==> config.mk <==
export PLATFORM = sky130hd
export DESIGN_NAME = low_power_mode_control
export DESIGN_NICKNAME = d
export VERILOG_FILES = /design/src/shared/lpm_pkg.sv /design/src/shared/wake_if.sv /design/src/ext_wake_channel.sv /design/src/low_power_mode_control.sv
export SDC_FILE = /design/constraint.sdc
export NUM_CORES = 1
export LEC_CHECK = 0
export BUFFER_PORTS_ARGS = -buffer_cell sky130_fd_sc_hd__buf_4
export CAP_MARGIN = 40
export CORE_AREA = 2 2 114 116
export DETAILED_ROUTE_END_ITERATION = 6
export DIE_AREA = 0 0 116 118
export PLACE_DENSITY = 0.57
export SETUP_SLACK_MARGIN = 0.5
export SLEW_MARGIN = 25
export SYNTH_ARGS = -nofsm -noshare
export SYNTH_HDL_FRONTEND = slang
export SYNTH_HIERARCHICAL = 1
export SYNTH_SLANG_ARGS = --single-unit
==> constraint.sdc <==
create_clock -name clk -period 5.4 [get_ports clk]
set_clock_uncertainty 0.05 [all_clocks]
set_input_delay 0.27 -clock clk [delete_from_list [all_inputs] [get_ports clk]]
set_output_delay 0.27 -clock clk [all_outputs]
set_load 0.02 [all_outputs]
==> src/shared/lpm_pkg.sv <==
package lpm_pkg;

	// register byte offsets on the apb bus
	localparam logic [7:0] REG_POWER_CONTROL = 8'h00;
	localparam logic [7:0] REG_IRQ_ENABLE    = 8'h04;
	localparam logic [7:0] REG_IRQ_CONFIG    = 8'h08;
	localparam logic [7:0] REG_STATUS        = 8'h0c;

	// power_control_reg fields
	localparam int PC_IDLE_BIT = 0;
	localparam int PC_PD_BIT   = 1;
	localparam int PC_UF0_BIT  = 2;
	localparam int PC_UF1_BIT  = 3;
	localparam int PC_WIDTH    = 4;

	// interrupt enable fields
	localparam int IE_EXT0_BIT  = 0;
	localparam int IE_EXT1_BIT  = 1;
	localparam int IE_OTHER_LSB = 2;
	localparam int IE_GLOBAL_BIT = 7;
	localparam int IE_WIDTH     = 8;

	// interrupt configuration fields
	localparam int CFG_EDGE0_BIT = 0;
	localparam int CFG_EDGE1_BIT = 1;
	localparam int CFG_PRIO0_BIT = 2;
	localparam int CFG_PRIO1_BIT = 3;
	localparam int CFG_WIDTH     = 4;

	// status fields
	localparam int STAT_MODE_LSB = 0;
	localparam int STAT_EMU_BIT  = 2;
	localparam int STAT_PEND_LSB = 3;
	localparam int STAT_OSC_BIT  = 5;
	localparam int STAT_CPU_BIT  = 6;

	// values after reset
	localparam logic [PC_WIDTH-1:0]  POWER_CONTROL_RESET = 4'h0;
	localparam logic [IE_WIDTH-1:0]  IRQ_ENABLE_RESET    = 8'h00;
	localparam logic [CFG_WIDTH-1:0] IRQ_CONFIG_RESET    = 4'h0;
	localparam logic                 PIN_IDLE_LEVEL      = 1'b1;

	// reset pin must stay high this many oscillator periods
	localparam int RESET_MIN_PERIODS   = 24;
	localparam int OSC_PERIODS_PER_CLK = 1;
	localparam int RESET_MIN_CYCLES    = (RESET_MIN_PERIODS + OSC_PERIODS_PER_CLK - 1) / OSC_PERIODS_PER_CLK;
	localparam int RESET_CNT_W         = 5;

	// wake source codes
	localparam logic [2:0] SRC_EXT0      = 3'h0;
	localparam logic [2:0] SRC_EXT1      = 3'h1;
	localparam logic [2:0] SRC_OTHER_LSB = 3'h2;

	typedef enum logic [1:0] {ST_RUN, ST_IDLE, ST_PD, ST_PD_WAKE} lpm_state_e;

endpackage

==> src/shared/wake_if.sv <==
`timescale 1ns/1ps
`default_nettype none

// synchronised view of one external interrupt pin
interface wake_if;
	logic low;
	logic fall;
	modport chan (output low, output fall);
	modport ctrl (input low, input fall);
endinterface

`default_nettype wire

==> src/ext_wake_channel.sv <==
`timescale 1ns/1ps
`default_nettype none

module ext_wake_channel
	import lpm_pkg::*;
(
	input  wire logic clk,
	input  wire logic rst_n,
	input  wire logic pin_n,
	wake_if.chan      wk
);

	typedef struct packed {
		logic meta;
		logic sync;
		logic prev;
	} chan_s;

	chan_s r_reg;
	chan_s r_next;

	// meta is read only by sync, so no logic sees a metastable value
	always_comb begin
		r_next      = r_reg;
		r_next.meta = pin_n;
		r_next.sync = r_reg.meta;
		r_next.prev = r_reg.sync;
	end

	always_ff @(posedge clk or negedge rst_n) begin
		if (!rst_n) begin
			r_reg <= '{PIN_IDLE_LEVEL, PIN_IDLE_LEVEL, PIN_IDLE_LEVEL};
		end else begin
			r_reg <= r_next;
		end
	end

	assign wk.low  = ~r_reg.sync;
	assign wk.fall = r_reg.prev & ~r_reg.sync;

endmodule

`default_nettype wire

==> src/low_power_mode_control.sv <==
// Function
// - the write setting the idle bit is the last step before idle begins
// - idle stops the cpu clock, peripherals and interrupt logic keep running
// - all cpu state is kept unchanged throughout idle
// - ports hold their levels in idle, both strobes driven high
// - enabled interrupt in idle clears idle bit, wakes, resumes after entry point
// - reset pin held twenty-four oscillator periods completes a reset from idle
// - both user flags are freely writable, also with the idle-entering write
// - power-down stops the oscillator after the entering write
// - ram and registers keep contents throughout power-down
// - power-down ends on hardware reset or one of two external pins
// - external wake needs that pin enabled, level or edge configured
// - pin low restarts the oscillator, pin release completes the exit
// - both enabled: first low restarts, first release exits, higher priority served
// - after servicing the wake, execution continues after the entering write
// - reset exit reinitialises registers, interrupt exit leaves them, ram kept
// - idle and power-down both set follows power-down exit, clears both bits
// - strobe low with fetch high during reset, held through release, enters emulation
// - emulation weakly pulls strobes and ports 1-3, floats port 0, oscillator on
// - an ordinary reset leaves emulation mode
// - power-down bit is bit 1, set by software, cleared by any reset
//
// The register addresses and the APB register port are this design's own decisions.
`timescale 1ns/1ps
`default_nettype none

module low_power_mode_control
	import lpm_pkg::*;
#(
	parameter int NUM_OTHER = 3
) (
	input  wire logic                 clk,
	input  wire logic                 resetn,
	// apb slave
	input  wire logic                 psel,
	input  wire logic                 penable,
	input  wire logic                 pwrite,
	input  wire logic [7:0]           paddr,
	input  wire logic [31:0]          pwdata,
	output logic                      pready,
	output logic                      pslverr,
	output logic [31:0]               prdata,
	// device pins
	input  wire logic                 reset_pin,
	input  wire logic                 ext_irq_zero_n,
	input  wire logic                 ext_irq_one_n,
	input  wire logic                 ale_i,
	output logic                      ale_o,
	output logic                      ale_oe,
	output logic                      ale_pullup,
	input  wire logic                 program_fetch_strobe_i,
	output logic                      program_fetch_strobe_o,
	output logic                      program_fetch_strobe_oe,
	output logic                      program_fetch_strobe_pullup,
	output logic                      port0_float,
	output logic                      port123_pullup,
	output logic                      port_hold,
	// core side
	input  wire logic                 ale_core,
	input  wire logic                 fetch_core,
	input  wire logic [NUM_OTHER-1:0] other_irq,
	input  wire logic [1:0]           ext_irq_ack,
	output logic                      cpu_clk_en,
	output logic                      periph_clk_en,
	output logic                      osc_enable,
	output logic                      core_reset,
	output logic                      emulation_mode,
	output logic                      wake_pulse,
	output logic [2:0]                wake_src
);

	// the other sources share the enable byte below the global bit
	if (NUM_OTHER < 1 || NUM_OTHER > IE_GLOBAL_BIT - IE_OTHER_LSB) begin
		$error("NUM_OTHER must lie between 1 and 5");
	end

	typedef struct packed {
		lpm_state_e              state;
		logic [PC_WIDTH-1:0]     power_control_reg;
		logic [IE_WIDTH-1:0]     ie;
		logic [CFG_WIDTH-1:0]    cfg;
		logic [1:0]              pend;
		logic [1:0]              seen_low;
		logic [2:0]              pin_meta;
		logic [2:0]              pin_sync;
		logic [RESET_CNT_W-1:0]  rst_cnt;
		logic                    core_rst;
		logic                    emu_arm;
		logic                    emu;
		logic                    wake;
		logic [2:0]              src;
		logic [31:0]             rdata;
		logic                    ale_q;
		logic                    fetch_q;
		logic                    cpu_en;
		logic                    per_en;
		logic                    osc_en;
	} ctrl_s;

	ctrl_s r_reg;
	ctrl_s r_next;

	// release of the asynchronous reset, kept outside the state struct
	logic [1:0] rst_sync_reg;
	logic       rst_n;

	always_ff @(posedge clk or negedge resetn) begin
		if (!resetn) begin
			rst_sync_reg <= 2'h0;
		end else begin
			rst_sync_reg <= {rst_sync_reg[0], 1'b1};
		end
	end
	assign rst_n = rst_sync_reg[1];

	// external interrupt pin channels
	wake_if     wk [2] ();
	logic [1:0] ext_low;
	logic [1:0] ext_fall;

	ext_wake_channel u_ext0 (
		.clk   (clk),
		.rst_n (rst_n),
		.pin_n (ext_irq_zero_n),
		.wk    (wk[0])
	);

	ext_wake_channel u_ext1 (
		.clk   (clk),
		.rst_n (rst_n),
		.pin_n (ext_irq_one_n),
		.wk    (wk[1])
	);

	assign ext_low  = {wk[1].low, wk[0].low};
	assign ext_fall = {wk[1].fall, wk[0].fall};

	// decode helpers
	logic                 setup_ph;
	logic                 access_ph;
	logic                 addr_ok;
	logic [1:0]           ext_en;
	logic [1:0]           ext_act;
	logic [1:0]           edge_mode;
	logic [NUM_OTHER-1:0] other_act;
	logic                 glob;
	logic                 rst_pin;
	logic                 ale_pin;
	logic                 fetch_pin;

	assign setup_ph  = psel & ~penable;
	assign access_ph = psel & penable;
	assign addr_ok   = (paddr == REG_POWER_CONTROL) || (paddr == REG_IRQ_ENABLE) ||
	                   (paddr == REG_IRQ_CONFIG) || (paddr == REG_STATUS);
	assign glob      = r_reg.ie[IE_GLOBAL_BIT];
	assign ext_en    = {r_reg.ie[IE_EXT1_BIT], r_reg.ie[IE_EXT0_BIT]};
	assign edge_mode = {r_reg.cfg[CFG_EDGE1_BIT], r_reg.cfg[CFG_EDGE0_BIT]};
	assign rst_pin   = r_reg.pin_sync[0];
	assign ale_pin   = r_reg.pin_sync[1];
	assign fetch_pin = r_reg.pin_sync[2];

	// edge-configured pins use the latched flag, level pins the pin itself
	always_comb begin
		for (int i = 0; i < 2; i++) begin
			ext_act[i] = edge_mode[i] ? r_reg.pend[i] : ext_low[i];
		end
		other_act = other_irq & r_reg.ie[IE_OTHER_LSB +: NUM_OTHER];
	end

	// picks the external source to serve; ext1 wins only at a higher priority
	function automatic logic [2:0] pick_ext(input logic [1:0] req, input logic [CFG_WIDTH-1:0] cfg);
		logic ext1_first;
		ext1_first = cfg[CFG_PRIO1_BIT] & ~cfg[CFG_PRIO0_BIT];
		if (req[1] && (!req[0] || ext1_first)) begin
			pick_ext = SRC_EXT1;
		end else begin
			pick_ext = SRC_EXT0;
		end
	endfunction

	// picks the lowest numbered other source
	function automatic logic [2:0] pick_other(input logic [NUM_OTHER-1:0] req);
		logic [2:0] idx;
		idx = SRC_OTHER_LSB;
		for (int i = NUM_OTHER - 1; i >= 0; i--) begin
			if (req[i]) begin
				idx = SRC_OTHER_LSB + 3'(i);
			end
		end
		pick_other = idx;
	endfunction

	// whole controller next-state
	always_comb begin
		logic [1:0] wake_ext;
		logic [1:0] released;
		r_next = r_reg;
		wake_ext = 2'h0;
		released = 2'h0;
		r_next.wake = 1'b0;

		// pins from outside the clock domain: meta feeds only sync
		r_next.pin_meta = {program_fetch_strobe_i, ale_i, reset_pin};
		r_next.pin_sync = r_reg.pin_meta;

		// edge flags: a new falling edge wins over an acknowledge in the same cycle
		for (int i = 0; i < 2; i++) begin
			if (ext_fall[i]) begin
				r_next.pend[i] = 1'b1;
			end else if (ext_irq_ack[i]) begin
				r_next.pend[i] = 1'b0;
			end
		end

		// apb register writes take effect at the access edge
		if (access_ph && pwrite) begin
			if (paddr == REG_POWER_CONTROL) begin
				r_next.power_control_reg = pwdata[PC_WIDTH-1:0];
			end else if (paddr == REG_IRQ_ENABLE) begin
				r_next.ie = pwdata[IE_WIDTH-1:0];
			end else if (paddr == REG_IRQ_CONFIG) begin
				r_next.cfg = pwdata[CFG_WIDTH-1:0];
			end
		end

		// read data is captured in setup so it comes from a flip-flop
		if (setup_ph && !pwrite) begin
			if (paddr == REG_POWER_CONTROL) begin
				r_next.rdata = 32'(r_reg.power_control_reg);
			end else if (paddr == REG_IRQ_ENABLE) begin
				r_next.rdata = 32'(r_reg.ie);
			end else if (paddr == REG_IRQ_CONFIG) begin
				r_next.rdata = 32'(r_reg.cfg);
			end else if (paddr == REG_STATUS) begin
				r_next.rdata = 32'h0;
				r_next.rdata[STAT_MODE_LSB +: 2] = 2'(r_reg.state);
				r_next.rdata[STAT_EMU_BIT] = r_reg.emu;
				r_next.rdata[STAT_PEND_LSB +: 2] = r_reg.pend;
				r_next.rdata[STAT_OSC_BIT] = r_reg.osc_en;
				r_next.rdata[STAT_CPU_BIT] = r_reg.cpu_en;
			end else begin
				r_next.rdata = 32'h0;
			end
		end

		// mode sequencing
		case (r_reg.state)
			ST_RUN: begin
				// entry one cycle after the write, so the writing access is the last one
				if (r_reg.power_control_reg[PC_PD_BIT]) begin
					r_next.state = ST_PD;
				end else if (r_reg.power_control_reg[PC_IDLE_BIT]) begin
					r_next.state = ST_IDLE;
				end
			end
			ST_IDLE: begin
				// any enabled source wakes; global enable gates them all
				if (glob && ((|(ext_act & ext_en)) || (|other_act))) begin
					r_next.state = ST_RUN;
					r_next.power_control_reg[PC_IDLE_BIT] = 1'b0;
					r_next.wake = 1'b1;
					if (|(ext_act & ext_en)) begin
						r_next.src = pick_ext(ext_act & ext_en, r_reg.cfg);
					end else begin
						r_next.src = pick_other(other_act);
					end
					if (r_next.src == SRC_EXT0 && edge_mode[0]) begin
						r_next.pend[0] = ext_fall[0];
					end
					if (r_next.src == SRC_EXT1 && edge_mode[1]) begin
						r_next.pend[1] = ext_fall[1];
					end
				end
			end
			ST_PD: begin
				// of the interrupt sources, only the two external pins can restart the oscillator
				wake_ext = ext_low & ext_en & {2{glob}};
				if (|wake_ext) begin
					r_next.state = ST_PD_WAKE;
					r_next.seen_low = wake_ext;
				end
			end
			ST_PD_WAKE: begin
				wake_ext = ext_low & ext_en & {2{glob}};
				released = r_reg.seen_low & ~ext_low;
				r_next.seen_low = r_reg.seen_low | wake_ext;
				if (|released) begin
					// first release completes the exit; higher priority of those seen low
					r_next.state = ST_RUN;
					r_next.src = pick_ext(r_reg.seen_low, r_reg.cfg);
					r_next.wake = 1'b1;
					r_next.power_control_reg[PC_IDLE_BIT] = 1'b0;
					r_next.power_control_reg[PC_PD_BIT] = 1'b0;
					r_next.seen_low = 2'h0;
					r_next.pend = 2'h0;
				end
			end
			default: begin
				r_next.state = ST_RUN;
			end
		endcase

		// reset pin qualification; since the oscillator runs, a short count suffices
		if (rst_pin) begin
			if (r_reg.rst_cnt != RESET_CNT_W'(RESET_MIN_CYCLES)) begin
				r_next.rst_cnt = r_reg.rst_cnt + 1'b1;
			end
		end else begin
			r_next.rst_cnt = '0;
		end
		r_next.core_rst = rst_pin && (r_next.rst_cnt == RESET_CNT_W'(RESET_MIN_CYCLES));

		// emulation arming: strobe low with fetch high, kept low through the release
		if (rst_pin || r_reg.core_rst) begin
			r_next.emu_arm = ~ale_pin & fetch_pin & (r_reg.emu_arm | rst_pin);
			if (ale_pin) begin
				r_next.emu_arm = 1'b0;
			end
		end
		if (r_reg.core_rst && !r_next.core_rst) begin
			r_next.emu = r_reg.emu_arm & ~ale_pin;
		end

		// a qualified reset reinitialises every register; ram lives outside and is untouched
		if (r_reg.core_rst) begin
			r_next.state = ST_RUN;
			r_next.power_control_reg = POWER_CONTROL_RESET;
			r_next.ie = IRQ_ENABLE_RESET;
			r_next.cfg = IRQ_CONFIG_RESET;
			r_next.pend = 2'h0;
			r_next.seen_low = 2'h0;
			r_next.wake = 1'b0;
		end

		// clock controls follow the next state so they change with it
		r_next.cpu_en = (r_next.state == ST_RUN);
		r_next.per_en = (r_next.state == ST_RUN) || (r_next.state == ST_IDLE);
		r_next.osc_en = (r_next.state != ST_PD) || r_next.emu;

		// strobes forced high whenever the cpu clock is stopped
		r_next.ale_q = r_next.cpu_en ? ale_core : 1'b1;
		r_next.fetch_q = r_next.cpu_en ? fetch_core : 1'b1;
	end

	always_ff @(posedge clk or negedge rst_n) begin
		if (!rst_n) begin
			r_reg          <= '0;
			r_reg.state    <= ST_RUN;
			r_reg.power_control_reg     <= POWER_CONTROL_RESET;
			r_reg.ie       <= IRQ_ENABLE_RESET;
			r_reg.cfg      <= IRQ_CONFIG_RESET;
			r_reg.cpu_en   <= 1'b1;
			r_reg.per_en   <= 1'b1;
			r_reg.osc_en   <= 1'b1;
			r_reg.ale_q    <= 1'b1;
			r_reg.fetch_q  <= 1'b1;
			r_reg.pin_meta <= 3'h6;
			r_reg.pin_sync <= 3'h6;
		end else begin
			r_reg <= r_next;
		end
	end

	// apb answers with no wait states; unmapped addresses give an error
	assign pready  = 1'b1;
	assign pslverr = access_ph & ~addr_ok;
	assign prdata  = r_reg.rdata;

	// pin drivers; in emulation both strobes and ports 1-3 are released to weak pull-ups, port 0 floats
	assign ale_o                       = r_reg.ale_q;
	assign ale_oe                      = ~r_reg.emu;
	assign ale_pullup                  = r_reg.emu;
	assign program_fetch_strobe_o      = r_reg.fetch_q;
	assign program_fetch_strobe_oe     = ~r_reg.emu;
	assign program_fetch_strobe_pullup = r_reg.emu;
	assign port0_float                 = r_reg.emu;
	assign port123_pullup              = r_reg.emu;
	assign port_hold                   = ~r_reg.cpu_en;

	assign cpu_clk_en     = r_reg.cpu_en;
	assign periph_clk_en  = r_reg.per_en;
	assign osc_enable     = r_reg.osc_en;
	assign core_reset     = r_reg.core_rst;
	assign emulation_mode = r_reg.emu;
	assign wake_pulse     = r_reg.wake;
	assign wake_src       = r_reg.src;

endmodule

`default_nettype wire

======== After elaboration in Yosys (flattened, before gate mapping) ========
Index checks and enable logic that the tools add are counted.
storage, ports and cells
  output and inout bits ................... 52
  register bits ........................... 85
  input port bits ......................... 57
operators by class
  equal/unequal tests ..................... 16
  add/subtract/negate cells ............... 1
  bitwise gates (word level) .............. 25
  multiplexer cells ....................... 52
  reduce and logical (&&, ||, !) cells .... 41
operators by type and width
  operator                                              count
  two-way mux 4 bit                                     6
  two-way mux 8 bit                                     3
  two-way mux 22 bit                                    1
  two-way mux 3 bit                                     6
  two-way mux 1 bit                                     17
  equality test 8 x 4 -> 1 bit (second input constant)  2
  two-way mux 16 bit                                    1
  two-way mux 2 bit                                     8
  two-way mux 7 bit                                     2
  two-way mux 12 bit                                    1
  two-way mux 5 bit                                     2
  != test 2 bit (second input constant)                 5
  nonzero test 2 bit                                    5
  bitwise AND 1 bit                                     9
  logical AND 1 bit                                     9
  logical OR 1 bit                                      9
  bitwise AND 2 bit                                     4
  equality test 8 x 3 -> 1 bit (second input constant)  1
  zero test 8 bit                                       1
  NOT 1 bit                                             8
  case mux 2 bit (2 select lines)                       2
  case mux 2 bit (4 select lines)                       1
  case mux 4 bit (2 select lines)                       1
  AND reduction 3 bit                                   2
  other kinds (20)                                      29

======== Logic depth before layout (Yosys ltp) ========
Gate-level depths: netlist (run 1).
  depth after elaboration ................. 18
  depth in mapped cells ................... 7

======== Cells and area by module ========
Netlist (run 1), hierarchy kept.
by module, submodules not included
  module                  cells each  instances  area each (µm²)  seq. area each (µm²)
  low_power_mode_control  278         1          2847.7           1387.6
  ext_wake_channel        5           2          88.8             78.8

======== Worst setup path after synthesis (run 1) ========
OpenSTA, ideal clock, no wires.
  kind .................................... input-to-reg
  start ................................... input paddr[1]
  end ..................................... register r_reg[71] (netlist name)
  data arrival time ....................... 1735 ps
  setup slack ............................. 3478 ps
  required time ........................... 5212 ps
  library setup time ...................... 138 ps
  stages on the path ...................... 6
  path through ............................ or4_4 -> nor4_4 -> or3b_1 -> buf_2 -> mux2i_1 -> nor3_1
RTL lines
  element               line                           source
  start, declared       low_power_mode_control.sv:38   input wire logic [7:0] paddr,
  end signal, assigned  low_power_mode_control.sv:360  r_reg <= r_next;
  end, declared         low_power_mode_control.sv:100  ctrl_s r_reg;

==> impl_metrics.yaml, run 1 <==
status:
  status: "finished clean"
route:
  detail-route-antenna-nets: 0
  drt_iter0_markers: 128
  first_pass_iters: 4
  viasPerCell: 4.21
  vias: 2181
  drc: 0
  wl_mm: 6.69
  post_drt_wl_per_cell_um: 12.9
clock_network:
  cts_buffers: 9
  htreeDepth: 3
  cts_tree: "yes"
  clk_path_buf_depth: 2
  cts_resized: 0
  cts-root-buf: "clkbuf_16"
  cts.sinks: 61
  clk_pin_slew_ns: 0.05
  clk_latency_ns: 0.33
logic_synthesis:
  synth_warnings: 6
  yosysTopAreaCell: "dfrtp_1"
  ys_seq_elements: 61
  yosys-top-cells-count: "dfrtp_1, buf_4, nor2_1"
  synth_ff_type: "dfrtp_1"
  synth_area_sq_um: 3030
  yosysMostFrequentCell: "dfrtp_1"
  synthXorXnorAreaFrac: 0.0116
  synth.area.mux_share: 0.0997
  synth_fa_ha_area_frac: 0.00827
  synth_compound_area_frac: 0.0786
  ys_async_sr_fraction: 1.00
  synth_top_area_frac: 0.380
  synth_top_family_by_area: "simple AND/OR/NAND/NOR gates"
  synth.avg_cell_area_sq_um: 10.5
  yosysSeqAreaShare: 0.511
  synthSimpleGateAreaFrac: 0.158
  synth_edf_count: 0
  syn_inst: 288
  synthTopCellsByArea: "dfrtp_1, dfstp_2, buf_4"
  ys_types: 45
floorplan:
  die_height_um: 118
  boundaryPins: 109
  fp.dieW_um: 116
  start_util: 0.244
  rows: 41
  coreArea_sq_um: 12400
  dieArea_sq_um: 13700
power_and_ir_drop:
  power_density_nw_per_um2: 339
  irDropWorstVdd_uv: 177
  p_leak_nw: 1.92
timing:
  tns_ns: 0
  slew_headroom: 0.467
  finalCritPeriodShare: 0.421
  tightestPinTransition_ns: 0.800
  layout_min_cycle_time_ns: 2.27
  holdWs_ns: 0.0921
  setup_viol: 0
  drv_slew: 0
  hold_viol_final: 0
  fmax_mhz: 440
  rsz0062_at_grt: "false"
finish:
  syn_to_final_growth_pct: 27.7
  multi_input_area_sq_um: 1170
  regArea_sq_um: 1550
  nNetsFinal: 400
  largest_reg_flops: 24
  diodes: 0
  final_layout_size_suffix_gt1_frac: 0.295
  fill_cells: 1275
worst_setup_path:
  cp_slowest_stage_delay_ns: 0.57
  cp_max_fo: 5
  path_buf_inv: 1
  cp-end-kind: "register"
  critPathRequiredTime_ns: 5.62
  r2r_slack_ns: 3.13
  start_kind: "register"
  crit_type: "register to register"
  path_delay_family: "compound AO/OA/AOI/OAI gates"
  crit_arrival_ns: 2.49
  critPathSlowestCell: "a2111oi_2"
  cp_cell_sequence: "inv_1 -> mux2_2 -> a2bb2oi_1 -> a31oi_1 -> a2111oi_2 -> or4_1"
  reg2regPathDepth: 6
  cp.depth: 6
placement:
  gp_routability_congestion: 0.794
  numPortBuffers: 59
  hpwl_mm: 4.91
grt:
  grt_max_degree: 60
  grt_antenna_before_repair: 0
  grt_pass1_wl_mm: 10.7
  grt_pass1_vias: 2085
  track_usage: 0.102
  grt_overflow: 0
hold_path:
  min_path_cells: 2
  min_path_type: "primary input to register"
job:
  maxCapViolCount: 0
[worst paths after layout]
check                                           start                   endpoint
min reg2reg                 rst_sync_reg[1]$_DFF_PN0_        fetch_pin$_DFF_PN1_
min in group asynchronous                      resetn  rst_sync_reg[0]$_DFF_PN0_
max in group asynchronous   rst_sync_reg[1]$_DFF_PN0_  u_ext1/r_reg[0]$_DFF_PN1_
min                                          ale_core            ale_o$_DFF_PN1_
max reg2reg                u_ext0/r_next[0]$_DFF_PN1_       osc_enable$_DFF_PN1_
max                        u_ext0/r_next[0]$_DFF_PN1_       osc_enable$_DFF_PN1_
[stage by stage]
| stage | power, mW | util | cells | instance area [sq um] | setup slack, ns |
|---|---|---|---|---|---|
| 6_report | 1.31 | 0.311 | 518 | 3860 | 3.13 |
| 5_1_grt | 1.37 | 0.311 | 518 | 3860 | 2.92 |
| 4_1_cts | 1.33 | 0.309 | 517 | 3840 | 3.11 |
| 3_5_place_dp | 0.673 | 0.277 | 495 | 3440 | 3.12 |
| 3_3_place_gp | 0.671 | 0.277 | 495 | 3440 | 3.14 |
| 2_1_floorplan | 0.621 | - | 312 | 3120 | 3.48 |
[report_power, final]
group	total, mW	switching [mW]	internal, mW
Clock	0.641	0.192	0.449
Sequential	0.522	0.0270	0.495
Combinational	0.148	0.0852	0.0627
[logic make-up (layout without fill, tap and decap cells)]
kind of cell    after synthesis  in the layout
compound gates               34             34
xor+xnor                      4              4
fa+ha+maj                     2              2
buf+inv                      64             98
flops                        61             61
mux                          25             25
other cells                   2             26
simple gates                 96             96
[worst reg2reg max path: stages (launching register included)]
cell	delay, ns
dfstp_2	0.54
inv_1	0.08
mux2_2	0.29
a2bb2oi_1	0.23
a31oi_1	0.26
a2111oi_2	0.57
or4_1	0.20
[placed cells by master, fill, tap and decap left out, drive strengths merged, types with 3 or more instances in the layout]
cell type    synthesis  final
a21oi                5      5
a22oi                3      3
a31oi                4      4
and2                 5      5
buf                 42     61
bufinv               0      3
clkbuf               7     11
conb                 2     26
dfrtp               46     46
dfstp               15     15
dlygate4sd3          0      6
inv                 15     15
mux2i               20     20
mux4                 4      4
nand2               27     27
nand3                9      9
nor2                29     29
nor2b                5      5
o21a                 3      3
o21ai                8      8
or2                  3      3
xnor2                3      3
[metal layers]
metal | wire [um] | up-vias | GRT usage
met5 | 0 | - | 0
met4 | 87 | 0 | 0.0320
met3 | 610 | 10 | 0.0433
met2 | 3210 | 117 | 0.158
met1 | 2780 | 1036 | 0.130
li1 | - | 1018 | -
[what timing repair did]
item | CTS | global route
hold buffers | 6 | 0
hold endpoints to repair | 7 | 0
buffers inserted | 0 | 0
[layout make-up]
cell class,instances,share of cell area
clock buffer,11,0.0602
clock inverter,5,0.0259
tap,172,0.0557
multi-input combinational,187,0.304
inverter,15,0.0146
sequential,61,0.400
timing repair buffer,67,0.139
Note: power is estimated with default switching activity, not from simulation.
==> run 2, diff against run 1 <==
- clock period: 5.4 -> 2.2 ns (I/O delays scaled with it)
==> impl_metrics.yaml, run 2 (synthesis gave the netlist of run 1 again) <==
placement:
  hpwl_mm: 5.06
  numPortBuffers: 59
  gp_routability_congestion: 0.797
worst_setup_path:
  r2r_end: "wake_src[0]$_DFFE_PN0P_"
  crit_arrival_ns: 2.02
  r2r_slack_ns: 0.33
  path_buf_inv: 2
  crit_type: "register to register"
  critPathSlowestCell: "dfstp_2"
  setup.worst_path.end: "wake_src[0]$_DFFE_PN0P_"
  reg2regPathDepth: 6
  critPathRequiredTime_ns: 2.35
  cp_slowest_stage_delay_ns: 0.55
  cp_cell_sequence: "inv_2 -> mux2_4 -> a2bb2oi_4 -> a31oi_4 -> buf_4 -> a221o_1"
  cp.depth: 6
  start_kind: "register"
  worstSetupStartpoint: "u_ext0/r_next[0]$_DFF_PN1_"
  path_delay_family: "compound AO/OA/AOI/OAI gates"
  cp-end-kind: "register"
  r2r_start: "u_ext0/r_next[0]$_DFF_PN1_"
  cp_max_fo: 3
floorplan:
  coreArea_sq_um: 12400
  start_util: 0.244
  dieArea_sq_um: 13700
  rows: 41
  boundaryPins: 109
  fp.dieW_um: 116
  die_height_um: 118
finish:
  final_core_util: 0.332
  nNetsFinal: 416
  final_common_cell: "buf_4"
  diodes: 0
  final_layout_size_suffix_gt1_frac: 0.351
  largest_reg_flops: 24
  layout_common_cells: "buf_4, dfrtp_1, nor2_1"
  syn_to_final_growth_pct: 36.4
power_and_ir_drop:
  p_leak_nw: 2.02
  finalPower_mw: 3.32
  irDropWorstVdd_uv: 373
  power_density_nw_per_um2: 804
timing:
  fmax_mhz: 534
  layout_min_cycle_time_ns: 1.87
  rsz0062_at_grt: "true"
  drv_slew: 0
  setup_viol: 0
  hold_viol_final: 0
  slew_headroom: 0.665
  tns_ns: 0
  tightestPinTransition_ns: 0.499
  finalCritPeriodShare: 0.851
route:
  detail-route-antenna-nets: 0
  post_drt_wl_per_cell_um: 12.9
  vias: 2202
  viasPerCell: 4.12
  wl_mm: 6.91
  drt_iter0_markers: 65
  first_pass_iters: 4
  drc: 0
grt:
  grt_use_met3: 0.0402
  track_usage: 0.107
  grt_antenna_before_repair: 0
  grt_max_degree: 57
  grtUsageMet2: 0.178
  busiest_layer: "met2"
  grt_pass1_wl_mm: 11.2
  grt_overflow: 0
  grt_pass1_vias: 2213
  use_met1: 0.128
hold_path:
  min_path_type: "primary input to register"
clock_network:
  clk_latency_ns: 0.32
  clk_path_buf_depth: 2
  cts_tree: "yes"
  cts_buffers: 9
  clk_pin_slew_ns: 0.05
  cts.sinks: 61
  cts-root-buf: "clkbuf_16"
  htreeDepth: 3
status:
  status: "finished clean"
job:
  maxCapViolCount: 0
==> run 2: area by class of cell <==
cell class                 instances  area (sq um)
fill                            1256          8290
multi-input combinational        187          1280
timing repair buffer              83           678
tap                              172           215
sequential                        61          1550
clock buffer                      10           239
clock inverter                     6           110
inverter                          15          56.3
==> run 2: repair_timing <==
| action | CTS | global route |
|---|---|---|
| hold buffers | 13 | 1 |
| setup endpoints to repair | 15 | 14 |
| pin swaps | 7 | 8 |
| resized for setup | 12 | 11 |
| endpoints found under the hold margin | 17 | 1 |
| setup buffers | 3 | 2 |
==> run 2: worst register-to-register path, cell delays in order, from the launching register on <==
cell and delay, ns:
dfstp_2 0.55, inv_2 0.04, mux2_4 0.28, a2bb2oi_4 0.18, a31oi_4 0.13, buf_4 0.18, a221o_1 0.32
==> run 2: power breakdown <==
part	leakage, nW	internal [mW]	switching [mW]
sequential	0.776	1.21	0.0562
combinational	1.07	0.183	0.235
clock	0.165	1.13	0.493
==> run 2: routing by layer <==
metal,share of wire,routed length [um]
met1,0.42,2920
met2,0.49,3390
met3,0.065,452
met4,0.021,144
met5,0,0
==> run 2: through the flow <==
stage,hold slack [ns],cell area (sq um),setup WS [ns],std cells
finish,0.0152,4130,0.328,534
global route,0.0129,4130,0.281,534
CTS,0.00485,4060,0.273,531
detailed placement,-0.154,3520,0.213,499
global placement,-0.155,3520,0.233,499
floorplan,-0.236,3160,0.447,312
==> run 2: how the worst min path moves through the flow <==
stage                                      to  slack, ns          from  depth (start not counted)
floorplan           rst_sync_reg[0]$_DFF_PN0_      -0.24        resetn                          0
CTS                     r_reg[65]$_DFFE_PN0P_      0.005     pwdata[2]                          3
finish                wake_src[2]$_DFFE_PN0P_       0.02  other_irq[2]                          3
global placement    rst_sync_reg[0]$_DFF_PN0_      -0.15        resetn                          1
global route          wake_src[2]$_DFFE_PN0P_       0.01  other_irq[2]                          3
detailed placement  rst_sync_reg[0]$_DFF_PN0_      -0.15        resetn                          1
